[src/core/serial_ports_pkg.sv]
/*
  constants shared by the device end and the host end of the serial ports link.
  assumes a single 50 MHz clock on both ends and an agreed baud rate.
*/
package serial_ports_pkg;
  // ************************************************************
  // timing
  // ************************************************************
  localparam int CLK_HZ = 50000000;
  localparam int BAUD_HZ = 115200;
  localparam int BIT_CYCLES = CLK_HZ / BAUD_HZ;
  localparam logic [15:0] BIT_LAST = 16'(BIT_CYCLES - 1);
  localparam logic [15:0] HALF_BIT = 16'(BIT_CYCLES / 2);
  // ************************************************************
  // framing
  // ************************************************************
  localparam int DATA_BITS = 8;
  localparam logic [3:0] FRAME_LAST = 4'h9; // start + 8 data + stop
  localparam logic [3:0] STOP_POS = 4'h9;
  localparam logic LINE_IDLE = 1'h1;
  localparam logic [9:0] SHIFT_RESET = 10'h3FF;
  localparam int GPIO_COUNT = 6;
  localparam logic [GPIO_COUNT-1:0] GPIO_RESET = 6'h00;
  // ************************************************************
  // states
  // ************************************************************
  typedef enum logic [1:0] {
    IDLE = 2'b00,
    RUN = 2'b01,
    DONE = 2'b10
  } ser_state_t;
endpackage : serial_ports_pkg

[src/core/serial_link_if.sv]
/*
  pin level link between the device end and the host end.
  assumes both ends share clk; lines not driven read as idle high (pull-ups).
*/
`timescale 1ns/10ps
`default_nettype none
interface serial_link_if;
  logic mainTx; // device to host data
  logic mainRx; // host to device data
  logic mainCts; // device permission, low = may send
  logic mainRts; // host permission, low = may send
  logic termReady; // host ready, low = ready
  logic ringInd; // device ring, low = ringing
  logic secTx;
  logic secRx;
  logic secCts;
  logic secRts;
  logic auxTx;
  logic auxRx;
  modport device (
    output mainTx, mainCts, ringInd, secTx, secCts, auxTx,
    input mainRx, mainRts, termReady, secRx, secRts, auxRx
  );
  modport host (
    input mainTx, mainCts, ringInd, secTx, secCts, auxTx,
    output mainRx, mainRts, termReady, secRx, secRts, auxRx
  );
endinterface : serial_link_if
`default_nettype wire

[src/core/serial_device_end.sv]
/*
  device end: three uarts (main, second, auxiliary), modem lines and six gpio pads.
  assumes host pins arrive asynchronously; open flow lines are pulled high by the link.
*/
`timescale 1ns/10ps
`default_nettype none
module serial_device_end (
  input wire logic clk,
  input wire logic rst,
  input wire logic clkEn,
  serial_link_if.device link,
  input wire logic [2:0] txValid, // main, second, aux
  input wire logic [23:0] txData,
  output logic [2:0] txBusy,
  output logic [2:0] rxValid,
  output logic [23:0] rxData,
  output logic [2:0] rxFrameErr,
  input wire logic [1:0] rxReady, // main, second receive room
  input wire logic incomingCall,
  output logic hostReady,
  input wire logic [5:0] gpioDir, // 1 = output
  input wire logic [5:0] gpioWrite,
  input wire logic [5:0] gpioWrStrobe,
  input wire logic [1:0] gpioAltEn, // pin one terminal-ready, pin two ring
  input wire logic [5:0] gpioPadIn,
  output logic [5:0] gpioPadOut,
  output logic [5:0] gpioPadOe,
  output logic [5:0] gpioRead
);
  // ************************************************************
  // input synchronisers
  // ************************************************************
  logic [11:0] syncA_ff, syncB_ff, nxt_syncA;
  always_comb begin
    nxt_syncA = {gpioPadIn, link.termReady, link.auxRx, link.secRts, link.secRx, link.mainRts, link.mainRx};
  end
  always_ff @(posedge clk or posedge rst) begin
    if (rst) begin
      syncA_ff <= 12'hFFF;
      syncB_ff <= 12'hFFF;
    end else if (clkEn) begin
      syncA_ff <= nxt_syncA;
      syncB_ff <= syncA_ff;
    end
  end
  // ************************************************************
  // uarts
  // ************************************************************
  logic [2:0] rxLine, txLine, txPermit;
  assign rxLine = {syncB_ff[4], syncB_ff[2], syncB_ff[0]};
  assign txPermit = {1'b1, ~syncB_ff[3], ~syncB_ff[1]};
  genvar p;
  generate
    for (p = 0; p < 3; p++) begin : g_port
      serial_uart_core u_core (
        .clk(clk),
        .rst(rst),
        .clkEn(clkEn),
        .txValid(txValid[p]),
        .txData(txData[p*8 +: 8]),
        .txPermit(txPermit[p]),
        .txBusy(txBusy[p]),
        .txLine(txLine[p]),
        .rxLine(rxLine[p]),
        .rxValid(rxValid[p]),
        .rxData(rxData[p*8 +: 8]),
        .rxFrameErr(rxFrameErr[p])
      );
    end
  endgenerate
  // ************************************************************
  // modem lines and gpio
  // ************************************************************
  logic mainTx_ff, secTx_ff, auxTx_ff, mainCts_ff, secCts_ff, ring_ff, hostReady_ff;
  logic [5:0] gpioLevel_ff, nxt_gpioLevel, padOut_ff, nxt_padOut, padOe_ff, nxt_padOe, read_ff, nxt_read;
  logic nxt_ring, nxt_hostReady;
  localparam logic LINE_IDLE_C = serial_ports_pkg::LINE_IDLE;
  always_comb begin
    nxt_gpioLevel = gpioLevel_ff;
    for (int i = 0; i < 6; i++) begin
      if (gpioWrStrobe[i] && gpioDir[i]) begin
        nxt_gpioLevel[i] = gpioWrite[i];
      end
    end
    nxt_padOe = gpioDir;
    nxt_padOut = nxt_gpioLevel;
    nxt_read = syncB_ff[11:6];
    for (int i = 0; i < 6; i++) begin
      if (gpioDir[i]) begin
        nxt_read[i] = nxt_gpioLevel[i];
      end
    end
    nxt_ring = ~incomingCall;
    if (gpioAltEn[1]) begin
      nxt_padOe[1] = 1'b1;
      nxt_padOut[1] = nxt_ring;
      nxt_read[1] = nxt_ring;
    end
    nxt_hostReady = ~syncB_ff[5];
    if (gpioAltEn[0]) begin
      nxt_padOe[0] = 1'b0;
      nxt_hostReady = ~syncB_ff[6];
    end
  end
  always_ff @(posedge clk or posedge rst) begin
    if (rst) begin
      mainTx_ff <= LINE_IDLE_C;
      secTx_ff <= LINE_IDLE_C;
      auxTx_ff <= LINE_IDLE_C;
      mainCts_ff <= 1'h1;
      secCts_ff <= 1'h1;
      ring_ff <= 1'h1;
      hostReady_ff <= 1'h0;
      gpioLevel_ff <= serial_ports_pkg::GPIO_RESET;
      padOut_ff <= serial_ports_pkg::GPIO_RESET;
      padOe_ff <= serial_ports_pkg::GPIO_RESET;
      read_ff <= serial_ports_pkg::GPIO_RESET;
    end else if (clkEn) begin
      mainTx_ff <= txLine[0];
      secTx_ff <= txLine[1];
      auxTx_ff <= txLine[2];
      mainCts_ff <= ~rxReady[0];
      secCts_ff <= ~rxReady[1];
      ring_ff <= nxt_ring;
      hostReady_ff <= nxt_hostReady;
      gpioLevel_ff <= nxt_gpioLevel;
      padOut_ff <= nxt_padOut;
      padOe_ff <= nxt_padOe;
      read_ff <= nxt_read;
    end
  end
  assign link.mainTx = mainTx_ff;
  assign link.secTx = secTx_ff;
  assign link.auxTx = auxTx_ff;
  assign link.mainCts = mainCts_ff;
  assign link.secCts = secCts_ff;
  assign link.ringInd = ring_ff;
  assign hostReady = hostReady_ff;
  assign gpioPadOut = padOut_ff;
  assign gpioPadOe = padOe_ff;
  assign gpioRead = read_ff;
endmodule : serial_device_end

// ************************************************************
// one uart: transmitter and receiver sharing the frame format
// ************************************************************
module serial_uart_core (
  input wire logic clk,
  input wire logic rst,
  input wire logic clkEn,
  input wire logic txValid,
  input wire logic [7:0] txData,
  input wire logic txPermit,
  output logic txBusy,
  output logic txLine,
  input wire logic rxLine,
  output logic rxValid,
  output logic [7:0] rxData,
  output logic rxFrameErr
);
  serial_ports_pkg::ser_state_t txState_ff, nxt_txState, rxState_ff, nxt_rxState;
  logic [15:0] txCnt_ff, nxt_txCnt, rxCnt_ff, nxt_rxCnt;
  logic [3:0] txBit_ff, nxt_txBit, rxBit_ff, nxt_rxBit;
  logic [9:0] txShift_ff, nxt_txShift, rxShift_ff, nxt_rxShift;
  logic rxValid_ff, nxt_rxValid, rxErr_ff, nxt_rxErr;
  // next state of both directions
  always_comb begin
    nxt_txState = txState_ff;
    nxt_txCnt = txCnt_ff;
    nxt_txBit = txBit_ff;
    nxt_txShift = txShift_ff;
    case (txState_ff)
      serial_ports_pkg::IDLE: begin
        if (txValid && txPermit) begin
          nxt_txShift = {1'b1, txData, 1'b0};
          nxt_txCnt = 16'h0000;
          nxt_txBit = 4'h0;
          nxt_txState = serial_ports_pkg::RUN;
        end
      end
      serial_ports_pkg::RUN: begin
        if (txCnt_ff == serial_ports_pkg::BIT_LAST) begin
          nxt_txCnt = 16'h0000;
          nxt_txShift = {1'b1, txShift_ff[9:1]};
          if (txBit_ff == serial_ports_pkg::FRAME_LAST) begin
            nxt_txState = serial_ports_pkg::IDLE;
          end else begin
            nxt_txBit = txBit_ff + 4'h1;
          end
        end else begin
          nxt_txCnt = txCnt_ff + 16'h0001;
        end
      end
      default: nxt_txState = serial_ports_pkg::IDLE;
    endcase
    nxt_rxState = rxState_ff;
    nxt_rxCnt = rxCnt_ff;
    nxt_rxBit = rxBit_ff;
    nxt_rxShift = rxShift_ff;
    nxt_rxValid = 1'b0;
    nxt_rxErr = 1'b0;
    case (rxState_ff)
      serial_ports_pkg::IDLE: begin
        if (!rxLine) begin
          nxt_rxCnt = serial_ports_pkg::HALF_BIT; // sample mid bit
          nxt_rxBit = 4'h0;
          nxt_rxState = serial_ports_pkg::RUN;
        end
      end
      serial_ports_pkg::RUN: begin
        if (rxCnt_ff == serial_ports_pkg::BIT_LAST) begin
          nxt_rxCnt = 16'h0000;
          nxt_rxShift = {rxLine, rxShift_ff[9:1]};
          if (rxBit_ff == 4'h0 && rxLine) begin
            nxt_rxState = serial_ports_pkg::IDLE; // false start
          end else if (rxBit_ff == serial_ports_pkg::STOP_POS) begin
            nxt_rxState = serial_ports_pkg::DONE;
          end else begin
            nxt_rxBit = rxBit_ff + 4'h1;
          end
        end else begin
          nxt_rxCnt = rxCnt_ff + 16'h0001;
        end
      end
      serial_ports_pkg::DONE: begin
        nxt_rxValid = rxShift_ff[9];
        nxt_rxErr = ~rxShift_ff[9];
        nxt_rxState = serial_ports_pkg::IDLE;
      end
      default: nxt_rxState = serial_ports_pkg::IDLE;
    endcase
  end
  // state registers
  always_ff @(posedge clk or posedge rst) begin
    if (rst) begin
      txState_ff <= serial_ports_pkg::IDLE;
      txCnt_ff <= 16'h0000;
      txBit_ff <= 4'h0;
      txShift_ff <= serial_ports_pkg::SHIFT_RESET;
      rxState_ff <= serial_ports_pkg::IDLE;
      rxCnt_ff <= 16'h0000;
      rxBit_ff <= 4'h0;
      rxShift_ff <= serial_ports_pkg::SHIFT_RESET;
      rxValid_ff <= 1'b0;
      rxErr_ff <= 1'b0;
    end else if (clkEn) begin
      txState_ff <= nxt_txState;
      txCnt_ff <= nxt_txCnt;
      txBit_ff <= nxt_txBit;
      txShift_ff <= nxt_txShift;
      rxState_ff <= nxt_rxState;
      rxCnt_ff <= nxt_rxCnt;
      rxBit_ff <= nxt_rxBit;
      rxShift_ff <= nxt_rxShift;
      rxValid_ff <= nxt_rxValid;
      rxErr_ff <= nxt_rxErr;
    end
  end
  assign txLine = txShift_ff[0];
  assign txBusy = txState_ff[0]; // run is the only busy state, straight from the flop
  assign rxValid = rxValid_ff;
  assign rxFrameErr = rxErr_ff;
  assign rxData = rxShift_ff[8:1];
endmodule : serial_uart_core
`default_nettype wire

[src/flat_wrapper.sv]
// flat-port wrapper written by rule: the top's interface ports become plain ports
module serial_device_end_flat 
  (clk, rst, clkEn, txValid, txData, txBusy, rxValid, rxData, rxFrameErr, rxReady, incomingCall, hostReady, gpioDir, gpioWrite, gpioWrStrobe, gpioAltEn, gpioPadIn, gpioPadOut, gpioPadOe, gpioRead, link_mainTx, link_mainCts, link_ringInd, link_secTx, link_secCts, link_auxTx, link_mainRx, link_mainRts, link_termReady, link_secRx, link_secRts, link_auxRx);
  serial_link_if link_i ();
  input wire logic clk;
  input wire logic rst;
  input wire logic clkEn;
  input wire logic [2:0] txValid;
  input wire logic [23:0] txData;
  output logic [2:0] txBusy;
  output logic [2:0] rxValid;
  output logic [23:0] rxData;
  output logic [2:0] rxFrameErr;
  input wire logic [1:0] rxReady;
  input wire logic incomingCall;
  output logic hostReady;
  input wire logic [5:0] gpioDir;
  input wire logic [5:0] gpioWrite;
  input wire logic [5:0] gpioWrStrobe;
  input wire logic [1:0] gpioAltEn;
  input wire logic [5:0] gpioPadIn;
  output logic [5:0] gpioPadOut;
  output logic [5:0] gpioPadOe;
  output logic [5:0] gpioRead;
  output wire logic [$bits(link_i.mainTx)-1:0] link_mainTx;
  output wire logic [$bits(link_i.mainCts)-1:0] link_mainCts;
  output wire logic [$bits(link_i.ringInd)-1:0] link_ringInd;
  output wire logic [$bits(link_i.secTx)-1:0] link_secTx;
  output wire logic [$bits(link_i.secCts)-1:0] link_secCts;
  output wire logic [$bits(link_i.auxTx)-1:0] link_auxTx;
  input wire logic [$bits(link_i.mainRx)-1:0] link_mainRx;
  input wire logic [$bits(link_i.mainRts)-1:0] link_mainRts;
  input wire logic [$bits(link_i.termReady)-1:0] link_termReady;
  input wire logic [$bits(link_i.secRx)-1:0] link_secRx;
  input wire logic [$bits(link_i.secRts)-1:0] link_secRts;
  input wire logic [$bits(link_i.auxRx)-1:0] link_auxRx;
  assign link_mainTx = link_i.mainTx;
  assign link_mainCts = link_i.mainCts;
  assign link_ringInd = link_i.ringInd;
  assign link_secTx = link_i.secTx;
  assign link_secCts = link_i.secCts;
  assign link_auxTx = link_i.auxTx;
  assign link_i.mainRx = link_mainRx;
  assign link_i.mainRts = link_mainRts;
  assign link_i.termReady = link_termReady;
  assign link_i.secRx = link_secRx;
  assign link_i.secRts = link_secRts;
  assign link_i.auxRx = link_auxRx;
  serial_device_end u_core (.clk(clk), .rst(rst), .clkEn(clkEn), .link(link_i), .txValid(txValid), .txData(txData), .txBusy(txBusy), .rxValid(rxValid), .rxData(rxData), .rxFrameErr(rxFrameErr), .rxReady(rxReady), .incomingCall(incomingCall), .hostReady(hostReady), .gpioDir(gpioDir), .gpioWrite(gpioWrite), .gpioWrStrobe(gpioWrStrobe), .gpioAltEn(gpioAltEn), .gpioPadIn(gpioPadIn), .gpioPadOut(gpioPadOut), .gpioPadOe(gpioPadOe), .gpioRead(gpioRead));
endmodule
[config.mk]
export PLATFORM = sky130hd
export DESIGN_NAME = serial_device_end_flat
export DESIGN_NICKNAME = d
export VERILOG_FILES = /design/src/core/serial_ports_pkg.sv /design/src/core/serial_link_if.sv /design/src/core/serial_device_end.sv /design/src/flat_wrapper.sv
export SDC_FILE = /design/constraint.sdc
export NUM_CORES = 1
export LEC_CHECK = 0
export BUFFER_PORTS_ARGS = -buffer_cell sky130_fd_sc_hd__buf_4
export CELL_PAD_IN_SITES_DETAIL_PLACEMENT = 1
export CELL_PAD_IN_SITES_GLOBAL_PLACEMENT = 1
export CORE_ASPECT_RATIO = 1.2
export CORE_MARGIN = 2
export CORE_UTILIZATION = 52
export CTS_BUF_LIST = sky130_fd_sc_hd__clkbuf_4
export CTS_CLUSTER_DIAMETER = 30
export DETAILED_ROUTE_END_ITERATION = 12
export GPL_TIMING_DRIVEN = 0
export PLACE_DENSITY_LB_ADDON = 0.25
export SLEW_MARGIN = 20
export SYNTH_ARGS = -nofsm -noshare
export SYNTH_HDL_FRONTEND = slang
export SYNTH_SLANG_ARGS = --single-unit
[constraint.sdc]
create_clock -name clk -period 11.7 [get_ports clk]
set_clock_uncertainty 0.05 [all_clocks]
set_input_delay 1.17 -clock clk [delete_from_list [all_inputs] [get_ports clk]]
set_output_delay 1.17 -clock clk [all_outputs]
set_load 0.02 [all_outputs]
==> summary.txt, run 1 <==
Critical path
  • Arrival time worst endpoint: about 3.9 ns
  • Crit Path Max Fanout: 10
  • Critical Path Start Type: primary input
  • Crit path kind: in -> reg
  • Critical Path RT: around 12 ns
  • Critical path endpoint category: flip-flop
  • Worst reg2reg setup slack: slightly below 9 ns
  • Worst Reg-to-Reg Cells: 7

Finish
  • Synthesis-to-layout area growth: 19.2%
  • Most frequent standard cell in the layout excluding fill and tap cells: sky130_fd_sc_hd__buf_4
  • Layout cell share with drive strength beyond 1: between 20% and 30%
  • Post-layout net count: ~1500
  • Commonest cells after routing, fill and taps aside: 160 x sky130_fd_sc_hd__buf_4, 155 x sky130_fd_sc_hd__dfrtp_1, 128 x sky130_fd_sc_hd__nand2_1

Global routing
  • Initial antenna violation count: 2
  • Wire length of the first global-routing pass: approximately 56000 µm
  • Remaining Overflow, GRT: 0
  • Via count of the first global-routing pass: around 11000
  • Total global-route track usage: around 29%
  • Pin count of the biggest net entering global routing: ~100

CTS
  • Clk buf depth: 3
  • Hold Buf Count CTS: 0
  • CTS Root Cell: sky130_fd_sc_hd__clkbuf_4
  • CTS H-tree depth: 3
  • Clock tree from TritonCTS: done
  • Number of sinks driven by the clock tree: 239
  • CTS Buf Count: slightly below 70
  • Clock-pin slew on the worst setup and hold paths: 0.07 ns
  • Resized cells post-CTS: 0
  • Clock insertion delay at the later pin of the skew report: between 0.6 and 0.7 ns
  • Post-CTS setup buffers: 0

Hold path
  • Tightest Hold Check Type: reg -> reg
  • Hold Path Cell Cnt: 2

STA
  • Number of pins with negative max-slew slack in the final report: 0
  • Number of hold-slack violations in the final timing report: 0
  • Setup repair after global routing missed its margin: no
  • Setup violators final: 0
  • Final worst path period share: 28.7%
  • Final setup slack of the worst path: approximately 8.3 ns
  • Post-route minimum period: between 3 and 4 ns
  • Slew HR: between 30% and 40%
  • F_max: ~300 MHz
  • Setup TNS: 0 ns
  • Pin slew with the least headroom to its limit: 1.01 ns

Synth
  • Cells after Synth: roughly 1200
  • Net count after synthesis: roughly 1300
  • Post-synthesis share of cell area spent on and, or, nand and nor gates: between 10% and 20%
  • Register area share after synthesis: ~50%
  • Count of state elements after synthesis: approximately 240
  • Dominant combinational cell family by area after synthesis: simple AND/OR/NAND/NOR gates
  • Mux share of post-synthesis cell area: under 10%
  • Post-synth cell types: 67
  • Post-synthesis share of cell area spent on xor and xnor gates: around 2.5%
  • Number of enable flip-flop cells after synthesis: 0
  • Mean instance size in the synthesized netlist: between 10 and 15 µm²
  • Flip-flop cell with the highest count after synthesis: sky130_fd_sc_hd__dfrtp_1
  • Number of warning messages in the yosys log: 0
  • Syn Std Cell Area: ~12000 µm²
  • Share of async-settable or async-resettable flops after synthesis: 100%
  • Compound-gate portion of the synthesized area: between 10% and 20%
  • Adder-cell area share of the yosys netlist: under 10%

Placement
  • Detailed placer's ending HPWL: 23000 µm
  • Count of buffers inserted at the top-level ports: 122
  • Final weighted congestion in routability-driven placement: around 0.85
  • Worst slack after detailed placement: ~7.7 ns

Routing
  • Post-detailed-route via-to-cell ratio: slightly below 6
  • Final routed DRC violation total: 0
  • Detailed-routing iteration count for the pre-antenna-repair pass: 5
  • Mean routed wirelength per cell: about 19 µm
  • Initial detailed-routing violation count: a little under 400
  • DRT antenna net count: 0
  • Detailed Route WL: 34300 µm
  • DR vias: between 10000 and 15000

Power
  • Peak supply drop: about 0.10 mV
  • Cell Pwr Density: about 170 nW/µm²
  • Post-route total power: around 2.5 mW
  • Leakage power total: approximately 6.6 nW

Floorplan
  • CORE AREA: around 23000 µm²
  • Initial Utilization: between 50% and 60%
  • Full die area: ~24000 µm²
  • Row cnt: a little over 60
  • Die Span X: ~140 µm
  • Die extent in y: between 150 and 200 µm
  • Top-level port count: between 100 and 150

Flow run
  • MaxCap Viol Count: 0

Status
  • Outcome: completed
critical path, stage by stage:
cell and delay [ns]:
sky130_fd_sc_hd__buf_4 0.11, sky130_fd_sc_hd__clkbuf_1 0.57, sky130_fd_sc_hd__clkbuf_1 0.60, sky130_fd_sc_hd__buf_1 0.67
sky130_fd_sc_hd__clkbuf_1 0.51, sky130_fd_sc_hd__nand2_1 0.12, sky130_fd_sc_hd__o2bb2ai_1 0.16
logic make-up (layout without fill, tap and decap cells):
family                     after synthesis  in the layout
DFF                                    239            239
adders and majority gates               27             27
buffers and inverters                  122            370
and+or+nand+nor                        429            429
AOI/OAI and AO/OA                      249            249
xor gates and xnor gates                34             34
muxes                                   96             96
other                                    0              2
path summary, 6_finish.rpt:
kind,end,start
max,u_core.g_port[1].u_core.rxValid,clkEn
max reg2reg,u_core.g_port[0].u_core.rxBit_ff[1],u_core.g_port[0].u_core.rxCnt_ff[1]
min,u_core.g_port[0].u_core.rxShift_ff[5],u_core.g_port[0].u_core.rxShift_ff[6]
max in group asynchronous,u_core.syncA_ff[2],rst
min reg2reg,u_core.g_port[0].u_core.rxShift_ff[5],u_core.g_port[0].u_core.rxShift_ff[6]
min in group asynchronous,u_core.g_port[2].u_core.txCnt_ff[0],rst
final cells by class:
class,instances,area [µm²]
clock buffers,107,803
flip-flops and latches,239,6090
clock inverters,17,121
fillers,2598,8620
well taps,315,394
diodes,2,5.00
plain buffers,80,447
multi-input cells,835,5360
repair buffers,124,971
inverters,42,165
registers in the layout, summed over array words and instances (netlist names), 3 cells and up:
register / cells
u_core.g_port.u_core.rxShift_ff: 27
u_core.syncA_ff: 12
u_core.gpioPadOut: 6
u_core.g_port.u_core.rxBit_ff: 12
u_core.g_port.u_core.txShift_ff: 27
u_core.syncB_ff: 12
u_core.g_port.u_core.txState_ff: 3
u_core.gpioRead: 6
u_core.g_port.u_core.rxFrameErr: 3
u_core.g_port.u_core.txBit_ff: 12
u_core.g_port.u_core.rxCnt_ff: 48
u_core.g_port.u_core.txCnt_ff: 48
u_core.g_port.u_core.rxValid: 3
u_core.gpioPadOe: 6
u_core.g_port.u_core.rxState_ff: 6
through the flow:
stage	std cells	instance area, µm²	util, %	hold slack (ns)
after floorplan	1196	12000	-	0.385
after global placement	1633	13400	58.1	0.394
after detailed placement	1635	13400	58.4	0.410
after CTS	1759	14300	62.4	0.410
after global routing	1761	14300	62.5	0.431
final	1761	14300	62.5	0.404
synth_stat cells (8+ instances only):
library cell	number	share of area, %
sky130_fd_sc_hd__a21o_1	15	0.94
sky130_fd_sc_hd__a21oi_1	73	3.0
sky130_fd_sc_hd__a31oi_1	21	1.1
sky130_fd_sc_hd__and3_1	15	0.78
sky130_fd_sc_hd__and4_1	8	0.58
sky130_fd_sc_hd__buf_4	38	2.4
sky130_fd_sc_hd__clkbuf_1	32	1.0
sky130_fd_sc_hd__dfrtp_1	155	32
sky130_fd_sc_hd__dfstp_2	84	18
sky130_fd_sc_hd__ha_1	27	2.8
sky130_fd_sc_hd__inv_1	41	1.3
sky130_fd_sc_hd__mux2_1	9	0.84
sky130_fd_sc_hd__mux2_2	50	4.7
sky130_fd_sc_hd__mux2i_1	37	3.1
sky130_fd_sc_hd__nand2_1	128	4.0
sky130_fd_sc_hd__nand3_1	54	2.2
sky130_fd_sc_hd__nand4_1	31	1.6
sky130_fd_sc_hd__nor2_1	103	3.2
sky130_fd_sc_hd__nor3_1	21	0.87
sky130_fd_sc_hd__nor4_1	10	0.52
sky130_fd_sc_hd__o21ai_0	61	2.5
sky130_fd_sc_hd__o31ai_1	14	0.87
sky130_fd_sc_hd__or3_1	13	0.68
sky130_fd_sc_hd__xnor2_1	8	0.58
sky130_fd_sc_hd__xor2_1	26	1.9
power by group:
group          internal (mW)  leakage [nW]  switching [mW]
Sequential             0.994          2.82           0.148
Clock                  0.460         0.561           0.374
Combinational          0.218          3.19           0.290
per-layer routing:
layer	vias to the layer above	global-route usage [%]	wire length (µm)
met5	-	0	0
met4	0	13.7	1390
met3	108	7.14	1830
met2	273	50.6	17700
met1	5111	32.2	13400
li1	4683	-	-
Power figures use the tool's default switching activity.
==> run 2, diff against run 1 <==
--- a/config.mk
+++ b/config.mk
@@ -5,12 +5,13 @@
 export SDC_FILE = /design/constraint.sdc
 export NUM_CORES = 1
 export LEC_CHECK = 0
+export ABC_AREA = 1
 export BUFFER_PORTS_ARGS = -buffer_cell sky130_fd_sc_hd__buf_4
 export CELL_PAD_IN_SITES_DETAIL_PLACEMENT = 1
 export CELL_PAD_IN_SITES_GLOBAL_PLACEMENT = 1
 export CORE_ASPECT_RATIO = 1.2
 export CORE_MARGIN = 2
-export CORE_UTILIZATION = 52
+export CORE_UTILIZATION = 41
 export CTS_BUF_LIST = sky130_fd_sc_hd__clkbuf_4
 export CTS_CLUSTER_DIAMETER = 30
 export DETAILED_ROUTE_END_ITERATION = 12
==> constraint.sdc (replaced) <==
create_clock -name clk -period 2.9 [get_ports clk]
set_clock_uncertainty 0.05 [all_clocks]
set_input_delay 0.29 -clock clk [delete_from_list [all_inputs] [get_ports clk]]
set_output_delay 0.29 -clock clk [all_outputs]
set_load 0.02 [all_outputs]
==> run 2 against run 1 <==
Against the previous run:
- flip-flop and latch count stayed put
- cell count rose by 38%
- synthesized area is 7.0% higher
- largest cell class unchanged
==> summary.txt, run 2 <==
Status
  • Outcome: completed

Routing
  • DR vias: 12100 (+19%)
  • Initial detailed-routing violation count: 448 (+15%)
  • Mean routed wirelength per cell: 15.9 µm (-19%)
  • Post-detailed-route via-to-cell ratio: 5.00 (-13%)
  • Detailed Route WL: 38500 µm (+12%)
  • Final routed DRC violation total: 0 (unchanged)
  • DRT antenna net count: 0 (unchanged)
  • Detailed-routing iteration count for the pre-antenna-repair pass: 4 (-1)

STA
  • Number of pins with negative max-slew slack in the final report: 0 (unchanged)
  • Post-route minimum period: between 2 and 3 ns
  • Final worst path period share: 92.2%
  • Number of hold-slack violations in the final timing report: 0 (unchanged)
  • Pin slew with the least headroom to its limit: 0.788 ns (-0.218 ns)
  • Setup violators final: 0 (unchanged)
  • F_max: 374 MHz
  • Final setup slack of the worst path: 0.226 ns (-8.12 ns)
  • Slew HR: 47.5% (+15 points)
  • Setup repair after global routing missed its margin: no

Global routing
  • Remaining Overflow, GRT: 0 (unchanged)
  • Pin count of the biggest net entering global routing: 33 (-67%)
  • Wire length of the first global-routing pass: 64900 µm (+16%)
  • Initial antenna violation count: 2 (unchanged)
  • Total global-route track usage: 24.0% (-4.7 points)
  • Via count of the first global-routing pass: 13200 (+18%)

Critical path
  • Critical Path RT: 3.46 ns (-8.78 ns)
  • Critical path endpoint category: flip-flop
  • Arrival time worst endpoint: 3.24 ns (-0.66 ns)
  • Critical Path Start Type: primary input
  • Crit Path Max Fanout: 10 (unchanged)
  • Crit path kind: in -> reg

CTS
  • Clock-pin slew on the worst setup and hold paths: 0.06 ns (about the same)
  • Number of sinks driven by the clock tree: 239 (unchanged)
  • Clock tree from TritonCTS: done
  • CTS Root Cell: sky130_fd_sc_hd__clkbuf_4
  • Clock insertion delay at the later pin of the skew report: 0.70 ns (about the same)
  • Post-CTS setup buffers: 0 (unchanged)
  • Clk buf depth: 3 (unchanged)
  • CTS Buf Count: 72 (+5.9%)
  • CTS H-tree depth: 3 (unchanged)

Synth
  • Mean instance size in the synthesized netlist: 7.60 µm² (-25%)
  • Area fraction of the dominant cell type after synthesis: 30.1% (-2.1 points)
  • Top cells by count, synth: 558 x sky130_fd_sc_hd__nand2_1, 236 x sky130_fd_sc_hd__nor2_1, 155 x sky130_fd_sc_hd__dfrtp_1
  • Share of async-settable or async-resettable flops after synthesis: 100% (unchanged)
  • Syn Std Cell Area: 12900 µm² (+7.0%)
  • Number of enable flip-flop cells after synthesis: 0 (unchanged)
  • Register area share after synthesis: 47.2% (-3.3 points)
  • Cell type contributing the most total cell area after synthesis: sky130_fd_sc_hd__dfrtp_1
  • Post-synth cell types: 38 (-43%)
  • Flip-flop cell with the highest count after synthesis: sky130_fd_sc_hd__dfrtp_1
  • Count of state elements after synthesis: 239 (unchanged)
  • Cells after Synth: 1695 (+42%)
  • Number of warning messages in the yosys log: 0 (unchanged)
  • Net count after synthesis: 1787 (+39%)
  • Library cell with the highest instance count after synthesis: sky130_fd_sc_hd__nand2_1
  • Cells taking the most area after synthesis: sky130_fd_sc_hd__dfrtp_1 30%, sky130_fd_sc_hd__dfstp_2 17%, sky130_fd_sc_hd__nand2_1 16%, sky130_fd_sc_hd__nor2_1 6.9%, sky130_fd_sc_hd__inv_1 4.4%

Placement
  • Count of buffers inserted at the top-level ports: 122 (unchanged)
  • Final weighted congestion in routability-driven placement: 0.847 (-0.35%)
  • Detailed placer's ending HPWL: 26900 µm (+17%)
  • Worst slack after detailed placement: 0.493 ns (-7.17 ns)
  • Total instance count after detailed placement: 2226 (+36%)

Hold path
  • Tightest Hold Check Type: in -> reg

Floorplan
  • CORE AREA: 31200 µm² (+36%)
  • Row cnt: 71 (+16%)
  • Die Span X: 166 µm (+16%)
  • Top-level port count: 123 (unchanged)
  • Full die area: 32900 µm² (+35%)
  • Initial Utilization: 41.3% (-11 points)
  • Die extent in y: 198 µm (+16%)

Finish
  • Most frequent standard cell in the layout excluding fill and tap cells: sky130_fd_sc_hd__nand2_1
  • Synthesis-to-layout area growth: 25.1%
  • Core occupancy in the finished layout: 51.7% (-11 points)
  • Post-layout net count: 2058 (+39%)
  • Post-Layout Cell Count: 2427 (+38%)
  • Commonest cells after routing, fill and taps aside: 558 x sky130_fd_sc_hd__nand2_1, 236 x sky130_fd_sc_hd__nor2_1, 163 x sky130_fd_sc_hd__buf_4
  • Biggest regs: u_core.g_port.u_core.rxCnt_ff x48, u_core.g_port.u_core.txCnt_ff x48
  • Layout cell share with drive strength beyond 1: 20.9% (-8.7 points)

Flow run
  • MaxCap Viol Count: 0 (unchanged)

Power
  • Peak supply drop: 0.478 mV (+360%)
  • Cell Pwr Density: 706 nW/µm² (+310%)
  • Leakage power total: 8.07 nW (+23%)
[run 2: cell count changes in the layout (fill, tap and decap cells not counted), moves of 17 or more]
cell | previous run | this run
sky130_fd_sc_hd__a21oi_1 | 73 | 31
sky130_fd_sc_hd__a31oi_1 | 21 | 4
sky130_fd_sc_hd__clkbuf_1 | 32 | 12
sky130_fd_sc_hd__dlygate4sd3_1 | 0 | 67
sky130_fd_sc_hd__inv_1 | 40 | 149
sky130_fd_sc_hd__mux2_2 | 50 | 0
sky130_fd_sc_hd__nand2_1 | 128 | 558
sky130_fd_sc_hd__nand3_1 | 54 | 101
sky130_fd_sc_hd__nand4_1 | 31 | 51
sky130_fd_sc_hd__nor2_1 | 103 | 236
[run 2: timing repair]
action | 4_1_cts | 5_1_grt
resized for setup | 0 | 0
endpoints found under the hold margin | 133 | 0
hold buffers | 67 | 0
[run 2: kinds of logic (layout without fill, tap and decap cells)]
family,count (synthesis),after routing,share of synthesized area [%]
AOI/OAI and AO/OA,155,155,6.44
xor gates and xnor gates,36,36,2.45
adders and majority gates,27,27,2.62
buffers and inverters,235,564,8.34
DFF,239,239,47.2
muxes,21,21,1.63
other,0,2,0
and+or+nand+nor,982,982,31.3
[run 2: path summary, 6_finish.rpt]
check,startpoint,end,slack (ns),cells after the start
min in group asynchronous,rst,u_core.g_port[0].u_core.rxCnt_ff[12],0.19,3
setup / recovery,clkEn,u_core.gpioPadOe[0],0.23,8
hold / removal,gpioWrStrobe[4],u_core.gpioRead[4],0.14,6
setup reg to reg,u_core.g_port[2].u_core.txCnt_ff[1],u_core.g_port[2].u_core.txShift_ff[5],1.04,9
hold reg to reg,u_core.g_port[2].u_core.txShift_ff[0],u_core.link.auxTx,0.41,2
max in group asynchronous,rst,u_core.g_port[2].u_core.rxShift_ff[1],1.51,6
[run 2: critical path, stage by stage]
cell                            delay [ns]
sky130_fd_sc_hd__dlygate4sd3_1        0.55
sky130_fd_sc_hd__buf_4                0.16
sky130_fd_sc_hd__inv_2                0.28
sky130_fd_sc_hd__clkbuf_1             0.64
sky130_fd_sc_hd__clkbuf_1             0.55
sky130_fd_sc_hd__nand2_1              0.10
sky130_fd_sc_hd__o31ai_1              0.09
sky130_fd_sc_hd__dlygate4sd3_1        0.57
[run 2: layout make-up]
class                   count  area [µm²]
diodes                      2        5.00
plain buffers              77         482
clock buffers             108         811
clock inverters            24         155
fillers                  3921       15100
inverters                 158         597
multi-input cells        1221        5720
flip-flops and latches    239        6090
well taps                 401         502
repair buffers            197        1750
[run 2: power by group]
group / switching (mW) / internal [mW] / total (mW)
registers: 0.512 / 4.06 / 4.57
clock network: 1.59 / 1.89 / 3.48
logic: 2.09 / 1.22 / 3.31
[run 2: through the flow]
stage                     power, mW  setup TNS (ns)  hold slack, ns  area (µm²)
final                          11.4               0           0.145       16100
after global routing           12.2               0           0.137       16100
after CTS                      11.5               0          0.0149       16100
after detailed placement       7.83               0           0.314       14500
after global placement         7.63         -416.89           0.401       14300
after floorplan                6.74          -78.31           0.318       12900
[run 2: metal layers]
layer  vias to the layer above  GRT usage (%)  routed length [µm]
li1                       5946              -                   -
met1                      5929           28.6               16500
met2                       212           43.7               19600
met3                        57           4.72                1630
met4                         0           7.21                 706
met5                         -              0                   0
==> run 3, diff against run 2 <==
--- a/config.mk
+++ b/config.mk
@@ -16,7 +16,7 @@
 export CTS_CLUSTER_DIAMETER = 30
 export DETAILED_ROUTE_END_ITERATION = 12
 export GPL_TIMING_DRIVEN = 0
-export PLACE_DENSITY_LB_ADDON = 0.25
+export PLACE_DENSITY = 0.83
 export SLEW_MARGIN = 20
 export SYNTH_ARGS = -nofsm -noshare
 export SYNTH_HDL_FRONTEND = slang
==> run 3 against run 2 <==
Against the previous run:
- setup slack gained 0.00072 ns
- sequential share of layout area grew 0.074 points
- flip-flop and latch count is the same
- clock-buffer cell count shrank 13
- fmax is essentially flat
- via count grew 1.9%
- cell count shrank 0.21%
- highest routed layer unchanged
==> summary.txt, run 3 (same netlist as run 2, synthesis figures left out) <==
Power
  • Relative contribution of combinational cells to total power: 29.4% (+0.2 points)
  • Leakage power total: 8.04 nW (-0.40%)
  • Cell internal pwr: 7.18 mW (about the same)
  • Cell Pwr Density: 711 nW/µm² (+0.77%)
  • Relative contribution of sequential cells to total power: 40.2% (about the same)
  • Post-route total power: 11.4 mW (+0.57%)
  • Clk network pwr share: 30.4% (-0.2 points)
  • Switching power share of the total: 37.2% (+0.31 points)
  • P_sw: 4.26 mW (+1.4%)
  • Peak supply drop: 0.523 mV (+9.5%)

Routing
  • Final routed DRC violation total: 0 (unchanged)
  • DRT antenna net count: 0 (unchanged)
  • Post-detailed-route via-to-cell ratio: 5.11 (+2.1%)
  • Mean routed wirelength per cell: 16.6 µm (+4.4%)
  • Detailed-routing iteration count for the pre-antenna-repair pass: 5 (+1)
  • Initial detailed-routing violation count: 587 (+31%)
  • DR vias: 12400 (+1.9%)
  • Detailed Route WL: 40100 µm (+4.1%)

STA
  • Number of hold-slack violations in the final timing report: 0 (unchanged)
  • Pin slew with the least headroom to its limit: 0.871 ns (+0.0830 ns)
  • Setup TNS: 0 ns (unchanged)
  • Number of pins with negative max-slew slack in the final report: 0 (unchanged)
  • Final setup slack of the worst path: 0.227 ns (+0.000719 ns)
  • Setup violators final: 0 (unchanged)
  • Setup repair after global routing missed its margin: no
  • Post-route minimum period: 2.67 ns (-0.000719 ns)
  • F_max: 374 MHz (about the same)
  • Hold_ws: 0.0523 ns (-0.0924 ns)
  • Final worst path period share: 92.2% (about the same)
  • Slew HR: 41.9% (-5.5 points)

Placement
  • Count of buffers inserted at the top-level ports: 122 (unchanged)
  • Detailed placer's ending HPWL: 27600 µm (+2.5%)
  • Worst slack after detailed placement: 0.509 ns (+0.0163 ns)
  • Placed inst area: 14500 µm² (unchanged)
  • Final weighted congestion in routability-driven placement: 0.875 (+3.3%)

Finish
  • Synthesis-to-layout area growth: 24.8%
  • Most frequent standard cell in the layout excluding fill and tap cells: sky130_fd_sc_hd__nand2_1
  • Register Area: 6090 µm² (unchanged)
  • Cell area after layout: 16100 µm² (-0.19%)
  • Layout cell share with drive strength beyond 1: 20.3% (-0.64 points)
  • Biggest regs: u_core.g_port.u_core.rxCnt_ff x48, u_core.g_port.u_core.txCnt_ff x48
  • Post-layout net count: 2055 (-0.15%)
  • Commonest cells after routing, fill and taps aside: 558 x sky130_fd_sc_hd__nand2_1, 236 x sky130_fd_sc_hd__nor2_1, 163 x sky130_fd_sc_hd__buf_4
  • Multi-input combinational cell area: 5720 µm² (unchanged)
  • Filler Cells Inserted: 3915 (-0.15%)

Critical path
  • Critical Path RT: 3.47 ns (about the same)
  • Cell-by-cell listing of the critical path: dlygate4sd3_1 > buf_4 > inv_2 > clkbuf_1 > clkbuf_1 > nand2_1 > o31ai_1 > dlygate4sd3_1
  • Crit Path Max Fanout: 10 (unchanged)
  • Worst path slowest cell: sky130_fd_sc_hd__clkbuf_1
  • Critical Path Start Type: primary input
  • Delay of the slowest cell on the worst path: 0.65 ns (about the same)
  • Critical path endpoint category: flip-flop
  • Arrival time worst endpoint: 3.24 ns (about the same)
  • Crit path kind: in -> reg

Floorplan
  • Row cnt: 71 (unchanged)
  • Die Span X: 166 µm (unchanged)
  • CORE AREA: 31200 µm² (unchanged)
  • Top-level port count: 123 (unchanged)
  • Die extent in y: 198 µm (unchanged)
  • Initial Utilization: 41.3% (unchanged)
  • Full die area: 32900 µm² (unchanged)

CTS
  • Clock tree from TritonCTS: done
  • Hold Buf Count CTS: 65 (-3.0%)
  • CTS Root Cell: sky130_fd_sc_hd__clkbuf_4
  • Post-CTS setup buffers: 0 (unchanged)
  • Clk buf depth: 3 (unchanged)
  • Clock-pin slew on the worst setup and hold paths: 0.06 ns (about the same)
  • CTS Buf Count: 71 (-1.4%)
  • Clock insertion delay at the later pin of the skew report: 0.70 ns (about the same)
  • Number of sinks driven by the clock tree: 239 (unchanged)
  • Resized cells post-CTS: 0 (unchanged)
  • CTS H-tree depth: 3 (unchanged)

Global routing
  • Total global-route track usage: 24.8% (+0.85 points)
  • Via count of the first global-routing pass: 13500 (+2.2%)
  • Wire length of the first global-routing pass: 66700 µm (+2.8%)
  • Remaining Overflow, GRT: 0 (unchanged)
  • Initial antenna violation count: 2 (unchanged)
  • Pin count of the biggest net entering global routing: 35 (+6.1%)

Status
  • Outcome: completed

Flow run
  • MaxCap Viol Count: 0 (unchanged)

Hold path
  • Tightest Hold Check Type: in -> reg
-- run 3: cell count changes in the layout (fill, tap and decap cells not counted), sizes merged --
cell | before | now
clkbuf | 120 | 107
clkinvlp | 2 | 1
dlygate4sd3 | 67 | 65
bufinv | 2 | 4
inv | 160 | 158
clkinv | 18 | 29
-- run 3: final cells by class --
| cell class | instances | share of cell area [%] |
|---|---|---|
| Buffer | 77 | 3.00 |
| Antenna cell | 2 | 0.0311 |
| Inverter | 158 | 3.71 |
| Clock inverter | 34 | 1.50 |
| Timing Repair Buffer | 195 | 10.8 |
| Multi-Input combinational cell | 1221 | 35.6 |
| Sequential cell | 239 | 37.8 |
| Tap cell | 401 | 3.12 |
| Clock buffer | 95 | 4.44 |
-- run 3: path summary, 6_finish.rpt --
check	start	endpoint	slack (ns)	depth (start not counted)
max	clkEn	u_core.gpioPadOe[0]	0.23	8
min	txValid[1]	u_core.g_port[1].u_core.txCnt_ff[11]	0.05	6
max reg2reg	u_core.g_port[2].u_core.txCnt_ff[0]	u_core.g_port[2].u_core.txShift_ff[8]	0.95	8
min reg2reg	u_core.syncA_ff[2]	u_core.syncA_ff[2]	0.41	2
max in group asynchronous	rst	u_core.syncA_ff[11]	1.43	7
min in group asynchronous	rst	u_core.gpioPadOut[2]	0.16	3
-- run 3: worst max-delay path, delay by kind of cell --
kind	cells	cell delay (ns)
AO/OA/AOI/OAI	1	0.09
buffers and inverters	6	2.75
AND/OR/NAND/NOR	1	0.11
-- run 3: power groups by stage --
stage	combinational (mW)	clock, mW	sequential (mW)
after CTS	3.35	3.57	4.58
final	3.36	3.48	4.60
after floorplan	2.22	0	4.52
after global placement	3.02	0	4.57
after global routing	3.78	3.78	4.67
after detailed placement	3.23	0	4.63
-- run 3: stage by stage --
stage / cells / utilization [%]
after floorplan: 1695 / -
after global placement: 2218 / 45.9
after detailed placement: 2226 / 46.4
after CTS: 2420 / 51.6
after global routing: 2421 / 51.6
final: 2422 / 51.6
-- run 3: metal layers --
layer / wire length, µm / global-route usage (%) / up-vias
li1: - / - / 5937
met1: 16600 / 29.1 / 6082
met2: 20700 / 45.0 / 253
met3: 1520 / 4.46 / 102
met4: 1240 / 9.95 / 0
met5: 0 / 0 / -
